<file path="config.mk">
export PLATFORM = sky130hd
export DESIGN_NAME = sar_adc_parallel_sequencer
export DESIGN_NICKNAME = d
export VERILOG_FILES = /design/src/rtl/sar_seq_pkg.sv /design/src/rtl/sar_bit_engine.sv /design/src/rtl/sar_adc_parallel_sequencer.sv
export SDC_FILE = /design/constraint.sdc
export NUM_CORES = 1
export LEC_CHECK = 0
export ABC_AREA = 1
export BUFFER_PORTS_ARGS = -buffer_cell sky130_fd_sc_hd__buf_4
export CAP_MARGIN = 5
export CORE_ASPECT_RATIO = 2
export CORE_MARGIN = 2
export CORE_UTILIZATION = 55
export DETAILED_ROUTE_END_ITERATION = 6
export GPL_ROUTABILITY_DRIVEN = 1
export GPL_TIMING_DRIVEN = 0
export MAX_ROUTING_LAYER = met4
export PLACE_DENSITY = 0.87
export SLEW_MARGIN = 30
export SYNTH_ARGS = -nofsm -noshare
export SYNTH_HDL_FRONTEND = slang
export SYNTH_SLANG_ARGS = --single-unit
</file>
<file path="constraint.sdc">
create_clock -name clk -period 1.6 [get_ports clk]
set_input_delay 0 -clock clk [delete_from_list [all_inputs] [get_ports clk]]
set_output_delay 0 -clock clk [all_outputs]
set_load 0.02 [all_outputs]
</file>
<file path="src/rtl/sar_seq_pkg.sv">
package sar_seq_pkg;
  // ==========================================
  // widths
  localparam int RESULT_W = 16;
  localparam int BYTE_W = 8;
  localparam int BIT_CNT_W = 5;
  // ==========================================
  // timing
  localparam int CLK_PERIOD_NS = 100;
  localparam int CONV_MAX_NS = 4700;
  // longest time rounds down
  localparam int CONV_MAX_CYC = CONV_MAX_NS / CLK_PERIOD_NS;
  localparam int SAR_STEPS = RESULT_W;
  // one cycle to start, one per bit, one to finish
  localparam int CONV_USED_CYC = SAR_STEPS + 2;
  localparam logic [BIT_CNT_W-1:0] BIT_LAST = 5'h0F;
  localparam logic [BIT_CNT_W-1:0] BIT_ZERO = 5'h00;
  localparam int WAKE_MIN_NS = 12000000;
  // ==========================================
  // coding
  localparam logic [RESULT_W-1:0] OFFSET_FLIP = 16'h8000;
  localparam logic [RESULT_W-1:0] RESULT_RST = 16'h0000;
  localparam logic [BYTE_W-1:0] BYTE_RST = 8'h00;

  // gray codes along idle-acquire-convert-done path
  typedef enum logic [2:0] {
    ST_SHUTDOWN = 3'h0,
    ST_ACQUIRE = 3'h1,
    ST_CONVERT = 3'h3,
    ST_DONE = 3'h2,
    ST_READ = 3'h6,
    ST_STANDBY = 3'h4
  } seq_state_t;
endpackage

</file>
<file path="src/rtl/sar_bit_engine.sv">
`timescale 1ns/100ps
// successive approximation register, one bit per clock
module sar_bit_engine (
  input wire logic clk,
  input wire logic arst_n,
  input wire logic start,
  input wire logic comp_hi,
  output logic [sar_seq_pkg::RESULT_W-1:0] trial,
  output logic busy,
  output logic done
);
  logic [sar_seq_pkg::RESULT_W-1:0] sar_ff;
  logic [sar_seq_pkg::BIT_CNT_W-1:0] bit_ff;
  logic busy_ff;
  logic done_ff;

  assign trial = sar_ff;
  assign busy = busy_ff;
  assign done = done_ff;

  // ==========================================
  // bit trial loop, msb first
  always_ff @(posedge clk or negedge arst_n) begin
    if (!arst_n) begin
      sar_ff <= sar_seq_pkg::RESULT_RST;
      bit_ff <= sar_seq_pkg::BIT_ZERO;
      busy_ff <= 1'b0;
      done_ff <= 1'b0;
    end else begin
      done_ff <= 1'b0;
      if (start && !busy_ff) begin
        sar_ff <= sar_seq_pkg::OFFSET_FLIP; // midscale trial
        bit_ff <= sar_seq_pkg::BIT_LAST;
        busy_ff <= 1'b1;
      end else if (busy_ff) begin
        // keep or drop current bit, set next one
        if (!comp_hi) begin
          sar_ff[bit_ff[3:0]] <= 1'b0;
        end
        if (bit_ff != sar_seq_pkg::BIT_ZERO) begin
          sar_ff[bit_ff[3:0] - 4'h1] <= 1'b1;
          bit_ff <= bit_ff - 5'h01;
        end else begin
          busy_ff <= 1'b0;
          done_ff <= 1'b1;
        end
      end
    end
  end
endmodule

</file>
<file path="src/rtl/sar_adc_parallel_sequencer.sv">
`timescale 1ns/100ps
module sar_adc_parallel_sequencer #(
  parameter bit BIPOLAR = 1'b1
) (
  input wire logic clk,
  input wire logic arst_n,
  input wire logic convert_strobe_n,
  input wire logic read_convert_sel,
  input wire logic byte_select,
  input wire logic comp_hi,
  output logic [sar_seq_pkg::RESULT_W-1:0] dac_code,
  output logic track_hold,
  output logic ref_power,
  output logic conversion_done_n,
  output logic [sar_seq_pkg::BYTE_W-1:0] data_out,
  output logic data_oe
);
  // ==========================================
  // pin synchronisers
  logic [1:0] strobe_sync_ff;
  logic [1:0] sel_sync_ff;
  logic [1:0] byte_sync_ff;
  logic strobe_prev_ff;
  logic strobe_fall;
  logic strobe_rise;

  // two stages before any logic
  always_ff @(posedge clk or negedge arst_n) begin
    if (!arst_n) begin
      strobe_sync_ff <= 2'h3;
      sel_sync_ff <= 2'h0;
      byte_sync_ff <= 2'h0;
      strobe_prev_ff <= 1'b1;
    end else begin
      strobe_sync_ff <= {strobe_sync_ff[0], convert_strobe_n};
      sel_sync_ff <= {sel_sync_ff[0], read_convert_sel};
      byte_sync_ff <= {byte_sync_ff[0], byte_select};
      strobe_prev_ff <= strobe_sync_ff[1];
    end
  end

  assign strobe_fall = strobe_prev_ff && !strobe_sync_ff[1];
  assign strobe_rise = !strobe_prev_ff && strobe_sync_ff[1];

  // ==========================================
  // sequencer state
  sar_seq_pkg::seq_state_t state_ff;
  sar_seq_pkg::seq_state_t nxt_state;
  logic shutdown_sel_ff;
  logic eng_start;
  logic eng_busy;
  logic eng_done;
  logic [sar_seq_pkg::RESULT_W-1:0] eng_trial;
  logic [sar_seq_pkg::RESULT_W-1:0] result_ff;
  logic sel_now;

  assign sel_now = sel_sync_ff[1];
  assign eng_start = (state_ff == sar_seq_pkg::ST_ACQUIRE) && strobe_fall;

  // next state from strobe edges and the engine done pulse
  always_comb begin
    nxt_state = state_ff;
    case (state_ff)
      sar_seq_pkg::ST_SHUTDOWN: begin
        if (strobe_fall && !sel_now) begin
          nxt_state = sar_seq_pkg::ST_ACQUIRE;
        end
      end
      sar_seq_pkg::ST_STANDBY: begin
        if (strobe_fall && !sel_now) begin
          nxt_state = sar_seq_pkg::ST_ACQUIRE;
        end
      end
      sar_seq_pkg::ST_ACQUIRE: begin
        if (strobe_fall) begin
          nxt_state = sar_seq_pkg::ST_CONVERT;
        end
      end
      sar_seq_pkg::ST_CONVERT: begin
        if (eng_done) begin
          nxt_state = sar_seq_pkg::ST_DONE;
        end
      end
      sar_seq_pkg::ST_DONE: begin
        if (strobe_fall && sel_now) begin
          nxt_state = sar_seq_pkg::ST_READ;
        end else if (strobe_fall) begin
          nxt_state = sar_seq_pkg::ST_ACQUIRE; // skip readout, new cycle
        end
      end
      sar_seq_pkg::ST_READ: begin
        if (strobe_rise) begin
          nxt_state = shutdown_sel_ff ? sar_seq_pkg::ST_SHUTDOWN : sar_seq_pkg::ST_STANDBY;
        end
      end
      default: begin
        nxt_state = sar_seq_pkg::ST_SHUTDOWN;
      end
    endcase
  end

  // state register
  always_ff @(posedge clk or negedge arst_n) begin
    if (!arst_n) begin
      state_ff <= sar_seq_pkg::ST_SHUTDOWN;
    end else begin
      state_ff <= nxt_state;
    end
  end

  // latch power-down choice at second edge
  always_ff @(posedge clk or negedge arst_n) begin
    if (!arst_n) begin
      shutdown_sel_ff <= 1'b1;
    end else if (eng_start) begin
      shutdown_sel_ff <= sel_now;
    end
  end

  // ==========================================
  // conversion engine on internal clock
  sar_bit_engine u_engine (
    .clk(clk),
    .arst_n(arst_n),
    .start(eng_start),
    .comp_hi(comp_hi),
    .trial(eng_trial),
    .busy(eng_busy),
    .done(eng_done)
  );

  // trial word straight from the engine register, comparator judges the live trial
  assign dac_code = eng_trial;

  // capture result with output coding
  always_ff @(posedge clk or negedge arst_n) begin
    if (!arst_n) begin
      result_ff <= sar_seq_pkg::RESULT_RST;
    end else if (eng_done) begin
      // offset binary flips the msb for unipolar parts, bipolar parts keep the trial word
      result_ff <= BIPOLAR ? eng_trial : (eng_trial ^ sar_seq_pkg::OFFSET_FLIP);
    end
  end

  // ==========================================
  // registered outputs
  always_ff @(posedge clk or negedge arst_n) begin
    if (!arst_n) begin
      track_hold <= 1'b0;
      ref_power <= 1'b0;
      conversion_done_n <= 1'b1;
    end else begin
      track_hold <= (nxt_state == sar_seq_pkg::ST_ACQUIRE);
      // reference off only in shutdown
      ref_power <= (nxt_state != sar_seq_pkg::ST_SHUTDOWN);
      conversion_done_n <= !(nxt_state == sar_seq_pkg::ST_DONE ||
                             nxt_state == sar_seq_pkg::ST_READ);
    end
  end

  // data bus drive and byte steering
  always_ff @(posedge clk or negedge arst_n) begin
    if (!arst_n) begin
      data_out <= sar_seq_pkg::BYTE_RST;
      data_oe <= 1'b0;
    end else begin
      data_oe <= (nxt_state == sar_seq_pkg::ST_READ);
      if (byte_sync_ff[1]) begin
        data_out <= result_ff[15:8];
      end else begin
        data_out <= result_ff[7:0];
      end
    end
  end

  // ==========================================
  // checks
  logic [7:0] conv_cnt_ff;
  always_ff @(posedge clk or negedge arst_n) begin
    if (!arst_n) begin
      conv_cnt_ff <= 8'h00;
    end else if (state_ff == sar_seq_pkg::ST_CONVERT) begin
      conv_cnt_ff <= conv_cnt_ff + 8'h01;
    end else begin
      conv_cnt_ff <= 8'h00;
    end
  end
endmodule

</file>
* After elaboration in Yosys (flattened, before gate mapping)
Index checks and enable logic that the tools add are counted.
** Storage, ports and cells
- Register bits :: 62
- Latch bits :: 0
- Memory bits (writable) :: 0
- Bits in read-only memories :: 0
- Output and inout port bits :: 28
- Word-level logic and storage cells :: 82
- Memories kept :: 0
** Operators by class
- Add/sub/neg operators :: 2
- Multipliers :: 0
- Divide/modulo/power cells :: 0
- Order comparisons :: 4
- Eq/ne operators :: 8
- Shifts and indexed selects :: 0
- Multiplexer cells :: 28
- Bitwise logic cells :: 3
- Reduce and logical (&&, ||, !) cells :: 21
** Operators by type and width (number)
- 16-bit two-way mux :: 6
- 3-bit two-way mux :: 7
- 16-bit AND :: 1
- 16-bit NOT :: 1
- 16-bit bitwise OR :: 1
- 5-bit two-way mux :: 3
- 3-bit case mux with 5 select lines :: 1
- 4-bit by 5-bit < comparator with 1-bit output (second input constant) :: 2
- 3-bit by 2-bit equality test with 1-bit output (second input constant) :: 3
- 3-bit equality test (second input constant) :: 3
- 1-bit demux with 4-bit select :: 2
- 4-bit by 1-bit greater-or-equal comparator with 1-bit output (second input constant) :: 2
- 1-bit logical AND :: 8
- 1-bit two-way mux :: 8
- 8-bit two-way mux :: 1
- 3-bit by 1-bit equality test with 1-bit output (second input constant) :: 2
- 1-bit zero test :: 5
- 5-bit nonzero test :: 1
- 5-bit by 1-bit subtractor with 5-bit output (second input constant) :: 1
- 2-bit nonzero test :: 2
- 4-bit by 1-bit subtractor with 4-bit output (second input constant) :: 1
- 3-bit zero test :: 1
- 3-bit nonzero test :: 1
- 2-bit AND reduction :: 1
- 2 further kinds :: 2

* Logic depth before layout (Yosys ltp)
Gate-level depths: netlist (run 1).
- Word-level depth :: 13
- Mapped depth :: 7
- Depth with buffers taken out :: 7

* Hierarchy
Synthesis (run 1) repeated with hierarchy kept, for this count alone.
** Unflattened totals
- Cell total of the unflattened synthesis :: 300
- Area total of the unflattened synthesis :: 2660.1 um2
** Modules (own cells, without submodules)
- sar_adc_parallel_sequencer :: times used 1, cells each 149, area an instance 1461.4 um2, sequential area each 982.2 um2
- sar_bit_engine :: times used 1, cells each 151, area an instance 1198.6 um2, sequential area each 575.6 um2

* Worst setup path before layout (run 1)
OpenSTA, ideal clock, no wires.
- Path type :: reg-to-reg
- From :: register u_engine.bit_ff[0] in the netlist's numbering
- To :: register u_engine.bit_ff[3] in the netlist's numbering
- Setup time :: 117 ps
- Arrival :: 1272 ps
- Data required time :: 1483 ps
- Slack :: 211 ps
- Cell stages (with the launch flop) :: 8
- Clock period less this slack :: 1389 ps
- Cell sequence :: dfrtp_1 -> inv_1 -> ha_1 -> nand3_2 -> nand2_2 -> nand2_4 -> nor2_1 -> nor2_1
** On the way
- Word-level cells in the longest chain between the ends :: 4
** Ends and longest elaborated chain
- start, declared :: RTL line sar_bit_engine.sv:13 : logic [sar_seq_pkg::BIT_CNT_W-1:0] bit_ff;
- start signal, assigned :: RTL line sar_bit_engine.sv:26 : bit_ff <= sar_seq_pkg::BIT_ZERO;
- start signal, assigned :: RTL line sar_bit_engine.sv:33 : bit_ff <= sar_seq_pkg::BIT_LAST;
- start signal, assigned :: RTL line sar_bit_engine.sv:42 : bit_ff <= bit_ff - 5'h01;
- 5-bit by 1-bit subtractor with 5-bit output :: RTL line sar_bit_engine.sv:42
- 5-bit two-way mux :: RTL line sar_bit_engine.sv:40 : if (bit_ff != sar_seq_pkg::BIT_ZERO) begin
- 5-bit two-way mux :: RTL line sar_bit_engine.sv:35 : end else if (busy_ff) begin
- 5-bit two-way mux :: RTL line sar_bit_engine.sv:31 : if (start && !busy_ff) begin
Parallel ways exist; a longest one is shown, timed or not. The select of a mux whose other input is x is not followed.
A chain may end at the register's enable or synchronous reset.

* Final worst setup path (run 1)
- From :: register u_engine.bit_ff[1] in the netlist's numbering
- To :: register u_engine.sar_ff (netlist bit u_engine.trial[8])
** On the way
- Word-level cells in the longest chain between the ends :: 13
** Ends and longest elaborated chain
- 4-bit by 5-bit < comparator with 1-bit output (implied by the code) / 4-bit by 1-bit greater-or-equal comparator with 1-bit output (equally long branches) :: RTL line sar_bit_engine.sv:38 : sar_ff[bit_ff[3:0]] <= 1'b0;
- 1-bit logical AND (implied by the code) :: RTL line sar_bit_engine.sv:38
- 1-bit two-way mux (implied by the code) :: RTL line sar_bit_engine.sv:38
- 1-bit demux with 4-bit select
- 16-bit NOT (no line)
- 16-bit AND (no line)
- 16-bit two-way mux :: RTL line sar_bit_engine.sv:37 : if (!comp_hi) begin
- 16-bit two-way mux :: RTL line sar_bit_engine.sv:35
- 16-bit two-way mux :: RTL line sar_bit_engine.sv:31
- 16-bit bitwise OR (no line)
- 16-bit two-way mux (*) :: RTL line sar_bit_engine.sv:40
- 16-bit two-way mux (*) :: RTL line sar_bit_engine.sv:35
- 16-bit two-way mux (*) :: RTL line sar_bit_engine.sv:31
- end signal, assigned :: RTL line sar_bit_engine.sv:25 : sar_ff <= sar_seq_pkg::RESULT_RST;
- end signal, assigned :: RTL line sar_bit_engine.sv:32 : sar_ff <= sar_seq_pkg::OFFSET_FLIP;
- end, declared :: RTL line sar_bit_engine.sv:12 : logic [sar_seq_pkg::RESULT_W-1:0] sar_ff;
Mark *: on every way between the ends. The rest lies on a longest branch, timed or not. The select of a mux whose other input is x is not followed.

==> impl_metrics.env, run 1 <==
export IMPL_max_freq_ghz=0.670
export IMPL_clockPowerShare_pct=22.3
export IMPL_dieWidth_um=52.3
export IMPL_fin_crit_sh_pct=93.2
export IMPL_crit_slowest_cell="dfrtp_1"
export IMPL_cp_required_ns=1.80
export IMPL_drt_iter0_drc=50
export IMPL_synth_top_cell_by_area="dfrtp_1"
export IMPL_worst_path_max_fanout=5
export IMPL_num_rows=35
export IMPL_postPlaceCellArea_mm2=0.00288
export IMPL_postRouteAntennaNets=0
export IMPL_grt_pass1_wl_um=9190
export IMPL_path_clk_slew_ns=0.07
export IMPL_syn_inst=278
export IMPL_cts_sinks=62
export IMPL_insertion_delay_ns=0.34
export IMPL_path_common_cell="nand2_1"
export IMPL_clock_skew_ns=0.00560
export IMPL_power_density_mw_per_mm2=2100
export IMPL_p_sw_share_pct=39.9
export IMPL_cts_buffers=9
export IMPL_synth_area_per_cell_um2=9.22
export IMPL_start_util_pct=56.3
export IMPL_nFillCells=365
export IMPL_synth_fp_nets=288
export IMPL_antenna_found_initial=0
export IMPL_drt_pass1_iterations=4
export IMPL_worstSetupEndpointType="flip-flop"
export IMPL_slew_headroom_pct=50.7
export IMPL_postLayoutCellArea_mm2=0.00315
export IMPL_die_area_mm2=0.00526
export IMPL_die_y_um=101
export IMPL_syn_area_mm2=0.00256
export IMPL_drv_slew=0
export IMPL_first_global_vias=2040
export IMPL_p_sw_mw=2.63
export IMPL_routed_wl_um=5540
export IMPL_hold_violations=0
export IMPL_clock_root_buffer="clkbuf_8"
export IMPL_max_stage_delay_ns=0.42
export IMPL_synth_common_cells="77 x nand2_1, 57 x dfrtp_1, 25 x o21ai_0"
export IMPL_grt_max_degree=63
export IMPL_synth_seq_area_share_pct=60.8
export IMPL_h_tree_depth=3
export IMPL_synthTopCellsByArea="dfrtp_1 56%, nand2_1 11%, dfstp_2 5.1%"
export IMPL_start_kind="flip-flop"
export IMPL_post_synth_top_count_cell="nand2_1"
export IMPL_gp_congestion=0.988
export IMPL_rsz0062_at_grt="false"
export IMPL_cts_tree="done"
export IMPL_drt_wirelength_per_cell_um=14.3
export IMPL_area_delta_synth_final_pct=22.8
export IMPL_dp_hpwl_um=4130
export IMPL_vias=2079
export IMPL_vias_per_cell=5.39
export IMPL_async_flop_share_pct=100
export IMPL_p_seq_share_pct=40.0
export IMPL_power_leakage_nw=1.53
export IMPL_p_int_mw=3.97
export IMPL_overflow=0
export IMPL_outcome="completed"
export IMPL_arrival_ns=1.69
export IMPL_core_area_mm2=0.00455
export IMPL_portBuffers=33
export IMPL_synth_distinct_cells=25
export IMPL_synth_flop_cell="dfrtp_1"
export IMPL_crit_chain="inv_1, ha_4, nand2_1, nor2_1, nand2_1, nand3_1, o21ai_0"
export IMPL_drive_gt1_share_pct=22.1
export IMPL_ir_worst_vdd_mv=1.42
export IMPL_synth_top_area_share_pct=55.6
export IMPL_grt_usage_pct=25.1
export IMPL_report_power_total_mw=6.61
export IMPL_antenna_cells=0
export IMPL_ios=34
export IMPL_power_frac_comb_pct=37.7
export IMPL_fin_util_pct=69.1
export IMPL_finalSetupViolations=0
export IMPL_synth_edff_count=0
export IMPL_cts_setup_buffers=0
export IMPL_fin_nets=336
export IMPL_tns_ns=0
export IMPL_clk_path_buf_depth=2
export IMPL_period_needed_ns=1.49
export IMPL_worstSetupPathType="flip-flop to flip-flop"
export IMPL_ys_warn_count=0
export IMPL_drc_errors=0
export IMPL_min_path_type="input port to flip-flop"
export IMPL_worst_slew_pin_transition_ns=0.739
export IMPL_ys_ff_latch=62
export IMPL_cap_viol_max_count=0
-- through the flow --
| stage | std cells | hold slack, ns | setup WS, ns |
|---|---|---|---|
| 4_1_cts | 386 | 0.0872 | 0.00610 |
| 3_5_place_dp | 366 | 0.109 | -0.0748 |
| 6_report | 386 | 0.103 | 0.109 |
| 5_1_grt | 386 | 0.134 | 0.00359 |
| 3_3_place_gp | 366 | 0.104 | -0.0550 |
| 2_1_floorplan | 278 | -0.296 | 0.211 |
-- power by group through the flow --
stage	clock network (mW)	registers, mW	logic [mW]
2_1_floorplan	0	2.92	1.19
3_3_place_gp	0	2.62	2.37
3_5_place_dp	0	2.66	2.44
4_1_cts	1.49	2.63	2.46
5_1_grt	1.55	2.71	2.74
6_report	1.47	2.64	2.49
-- sequential cells by signal (all words and copies together), names as in the netlist, 2 cells and up --
register and cells:
byte_sync_ff 2, data_out 8, result_ff 16, sel_sync_ff 2
state_ff 3, strobe_sync_ff 2, u_engine.bit_ff 5, u_engine.trial 16
-- cell usage in the layout, fill, tap and decap left out, drive strengths merged, types with 5 or more instances in the layout --
cell type   n
buf        36
dfrtp      57
dfstp       5
nand3      25
nand2      81
clkbuf     14
o21ai      36
nor2       25
inv        25
-- what timing repair did --
action | in CTS | in global routing
endpoints found under the setup margin | 9 | 15
endpoints found under the hold margin | 60 | 0
resized for setup | 1 | 3
pin swaps | 0 | 0
hold buffers | 4 | 0
-- path summary, 6_finish.rpt --
check	from	endpoint	slack, ns	cells past startpoint
setup / recovery	u_engine.bit_ff[1]	u_engine.trial[8]	0.11	7
hold / removal	comp_hi	u_engine.trial[0]	0.10	5
setup reg to reg	u_engine.bit_ff[1]	u_engine.trial[8]	0.11	7
hold reg to reg	sel_sync_ff[0]	sel_sync_ff[1]	0.35	0
max in group asynchronous	arst_n	data_out[7]	0.84	2
min in group asynchronous	arst_n	result_ff[9]	0.27	2
-- layer usage --
layer / global-route usage [%] / routed length (um) / vias to the layer above
met5: - / 0 / -
met4: 17.4 / 272 / 0
li1: - / - / 991
met2: 41.7 / 3000 / 71
met3: 6.08 / 224 / 25
met1: 24.9 / 2040 / 992
-- cell type report --
type                            instances  area, um^2  area share (%)
Tap cell                               55        68.8            2.19
Inverter                               25        93.8            2.98
Multi-Input combinational cell        184         896            28.4
Sequential cell                        62        1560            49.5
Buffer                                  7        31.3           0.993
Clock buffer                           10         128            4.05
Timing Repair Buffer                   37         288            9.14
Clock inverter                          6        86.3            2.74
-- critical path, delay by kind of cell (launching register included) --
kind            cells  cell delay (ns)
buf+inv             1             0.15
compound gates      1             0.10
fa+ha+maj           1             0.20
flops               1             0.42
simple gates        4             0.47
-- cell families (layout without fill, tap and decap cells) --
logic type | count (synthesis) | count (layout) | share of synthesized area [%]
AND/OR/NAND/NOR | 141 | 141 | 24.3
XOR/XNOR | 1 | 1 | 0.635
AO/OA/AOI/OAI | 38 | 38 | 7.47
flip-flops | 62 | 62 | 60.8
adder cells (fa/ha/maj) | 4 | 4 | 1.95
buffers and inverters | 32 | 85 | 4.88
Note: power is estimated with default switching activity, not from simulation.
==> inputs of run 2 (changes only) <==
--- a/config.mk
+++ b/config.mk
@@ -5,7 +5,7 @@
 export SDC_FILE = /design/constraint.sdc
 export NUM_CORES = 1
 export LEC_CHECK = 0
-export ABC_AREA = 1
+export ABC_AREA = 0
 export BUFFER_PORTS_ARGS = -buffer_cell sky130_fd_sc_hd__buf_4
 export CAP_MARGIN = 5
 export CORE_ASPECT_RATIO = 2
@@ -15,7 +15,7 @@
 export GPL_ROUTABILITY_DRIVEN = 1
 export GPL_TIMING_DRIVEN = 0
 export MAX_ROUTING_LAYER = met4
-export PLACE_DENSITY = 0.87
+export PLACE_DENSITY = 0.86
 export SLEW_MARGIN = 30
 export SYNTH_ARGS = -nofsm -noshare
 export SYNTH_HDL_FRONTEND = slang
==> constraint.sdc (replaced) <==
create_clock -name clk -period 1.9 [get_ports clk]
set_input_delay 0 -clock clk [delete_from_list [all_inputs] [get_ports clk]]
set_output_delay 0 -clock clk [all_outputs]
set_load 0.02 [all_outputs]
==> run 2 against run 1 <==
Compared with the run above: sequential share of layout area is 1.2 points lower; cell area up 2.5%; worst hold slack gained 0.039 ns; routed wire length shrank 2.2%; total power fell by 16%; critical path type unchanged; clock skew shrank 0.00098 ns; synthesized cell count shrank 18%; critical endpoint is now ref_power; clock power decreased by 26%; first-iteration DRC count shrank 18%.
==> impl_metrics.env, run 2 <==
export IMPL_synthTopCellsByArea="dfrtp_1 54%, mux2_2 11%, o21ai_0 6.0%"
export IMPL_synth_edff_count=0
export IMPL_post_synth_top_count_cell="dfrtp_1"
export IMPL_async_flop_share_pct=100
export IMPL_dp_hpwl_um=3860
export IMPL_h_tree_depth=3
export IMPL_power_frac_comb_pct=40.5
export IMPL_synth_flop_cell="dfrtp_1"
export IMPL_power_density_mw_per_mm2=1710
export IMPL_report_power_total_mw=5.52
export IMPL_synth_top_cell_by_area="dfrtp_1"
export IMPL_cap_viol_max_count=0
export IMPL_p_sw_share_pct=38.6
export IMPL_antenna_cells=0
export IMPL_layout_commonest_cell="dfrtp_1"
export IMPL_ys_ff_latch=62
export IMPL_synth_adder_area_share_pct=1.88
export IMPL_synth_fp_nets=239
export IMPL_drc_errors=0
export IMPL_instances_no_fill=338
export IMPL_cts_buffers=9
export IMPL_p_seq_share_pct=39.7
export IMPL_arrival_ns=2.02
export IMPL_vias=1912
export IMPL_hold_violations=0
export IMPL_antenna_found_initial=0
export IMPL_grt_pass1_wl_um=8980
export IMPL_period_needed_ns=1.80
export IMPL_p_int_mw=3.39
export IMPL_ios=34
export IMPL_overflow=0
export IMPL_synth_area_per_cell_um2=11.6
export IMPL_max_stage_delay_ns=0.54
export IMPL_first_global_vias=1882
export IMPL_start_util_pct=57.3
export IMPL_synth_compound_area_share_pct=15.6
export IMPL_die_y_um=102
export IMPL_grt_max_degree=63
export IMPL_min_path_type="input port to flip-flop"
export IMPL_postRouteAntennaNets=0
export IMPL_syn_inst=229
export IMPL_fin_nets=288
export IMPL_drive_gt1_share_pct=30.7
export IMPL_fin_crit_sh_pct=94.9
export IMPL_core_area_mm2=0.00464
export IMPL_ys_warn_count=0
export IMPL_clk_path_buf_depth=2
export IMPL_finalSetupViolations=0
export IMPL_die_area_mm2=0.00544
export IMPL_synth_common_cells="57 x dfrtp_1, 32 x o21ai_0, 25 x mux2_2"
export IMPL_tns_ns=0
export IMPL_ir_worst_vdd_mv=1.02
export IMPL_outcome="completed"
export IMPL_drt_wirelength_per_cell_um=16.0
export IMPL_p_sw_mw=2.13
export IMPL_insertion_delay_ns=0.34
export IMPL_worst_path_max_fanout=4
export IMPL_syn_area_mm2=0.00266
export IMPL_vias_per_cell=5.66
export IMPL_worstSetupEndpointType="flip-flop"
export IMPL_drt_pass1_iterations=4
export IMPL_num_rows=35
export IMPL_dieWidth_um=53.2
export IMPL_gp_congestion=0.925
export IMPL_cts_tree="done"
export IMPL_dp_cells=317
export IMPL_path_clk_slew_ns=0.06
export IMPL_drt_iter0_drc=41
export IMPL_worstSetupPathType="flip-flop to flip-flop"
export IMPL_slew_headroom_pct=51.0
export IMPL_yosys_area_share_simple_pct=9.60
export IMPL_drv_slew=0
export IMPL_cts_sinks=62
export IMPL_start_kind="flip-flop"
export IMPL_crit_slowest_cell="dfstp_2"
export IMPL_worst_slew_pin_transition_ns=0.735
export IMPL_clock_root_buffer="clkbuf_8"
export IMPL_synth_top_family_by_area="compound AO/OA/AOI/OAI gates"
export IMPL_clockPowerShare_pct=19.8
export IMPL_synthMuxAreaShare_pct=11.3
export IMPL_synth_seq_area_share_pct=58.6
export IMPL_portBuffers=33
export IMPL_grt_usage_pct=24.3
export IMPL_routed_wl_um=5420
export IMPL_synth_distinct_cells=39
export IMPL_fin_util_pct=69.6
export IMPL_crit_chain="or3b_4, a31oi_1, o21ai_0, or4_1"
export IMPL_clock_skew_ns=0.00462
export IMPL_power_leakage_nw=1.49
export IMPL_rsz0062_at_grt="false"
export IMPL_max_freq_ghz=0.555
export IMPL_most_common_layout_cells="57 x dfrtp_1, 35 x buf_4, 32 x o21ai_0, 25 x mux2_2, 14 x a21oi_1"
export IMPL_area_delta_synth_final_pct=21.5
export IMPL_cp_required_ns=2.11
export IMPL_synth_xor_area_share_pct=0.330
export IMPL_synth_top_area_share_pct=53.7
[run 2: cell count changes after synthesis, moves of 4 or more]
| cell | change |
|---|---|
| nand2_1 | -67 |
| mux2_2 | +25 |
| nand3_1 | -22 |
| inv_1 | -15 |
| a21oi_1 | +13 |
| nor2_1 | -12 |
| o21ai_1 | -11 |
| nor2b_1 | +8 |
| o21ai_0 | +7 |
| clkbuf_1 | +6 |
| a31oi_1 | +5 |
| nand2b_1 | +5 |
| inv_2 | -4 |
[run 2: worst max-delay path, delay by kind of cell, from the launching register on]
kind / cells / cell delay [ns]
simple gates: 2 / 0.81
flops: 1 / 0.54
compound gates: 2 / 0.33
[run 2: power groups by stage]
stage | Clock (mW) | Combinational [mW] | Sequential, mW
after floorplan | 0 | 1.18 | 2.39
after detailed placement | 0 | 2.20 | 2.18
after CTS | 1.11 | 2.22 | 2.16
after global placement | 0 | 2.14 | 2.14
final | 1.09 | 2.24 | 2.19
after global routing | 1.17 | 2.45 | 2.26
[run 2: per-stage QoR]
| step | area, um^2 | setup WS [ns] | hold WS (ns) |
|---|---|---|---|
| floorplan | 2660 | 0.187 | -0.296 |
| global placement | 2970 | -0.239 | 0.0989 |
| detailed placement | 2970 | -0.275 | 0.110 |
| CTS | 3200 | 0.0199 | 0.123 |
| global route | 3230 | 0.00325 | 0.167 |
| finish | 3230 | 0.0966 | 0.142 |
[run 2: logic make-up (layout without fill, tap and decap cells)]
family,after synthesis,in the layout
muxes,27,27
adders and majority gates,4,4
DFF,62,62
buffers and inverters,18,72
and+or+nand+nor,47,47
xor gates and xnor gates,1,1
AOI/OAI and AO/OA,70,70
[run 2: timing repair]
action,in CTS,in global routing
gates resized for setup,2,7
endpoints found under the setup margin,17,14
setup buffers,0,2
hold endpoints to repair,60,0
hold buffers,4,0
pin swaps,0,1
[run 2: worst paths after layout]
| check | start | end | slack (ns) | cells after the start |
|---|---|---|---|---|
| worst max-delay path | strobe_prev_ff | ref_power | 0.1 | 4 |
| worst min-delay path | comp_hi | u_engine.trial[10] | 0.14 | 5 |
| worst max register to register | strobe_prev_ff | ref_power | 0.1 | 4 |
| worst min register to register | byte_sync_ff[0] | byte_sync_ff[1] | 0.35 | 0 |
| max in group asynchronous | arst_n | u_engine.trial[7] | 1.15 | 2 |
| min in group asynchronous | arst_n | result_ff[5] | 0.26 | 2 |
[run 2: per-layer routing]
layer	routed length (um)	vias up	track usage (%)
li1	-	918	-
met1	2130	913	27.7
met2	2840	63	37.7
met3	250	18	6.14
met4	191	0	14.2
met5	0	-	-
[run 2: area by class of cell]
type	instances	area, um^2
Buffer	11	47.5
Clock buffer	12	135
Clock inverter	4	47.5
Fill cell	364	1410
Inverter	6	22.5
Multi-Input combinational cell	149	1050
Sequential cell	62	1560
Tap cell	55	68.8
Timing Repair Buffer	39	303
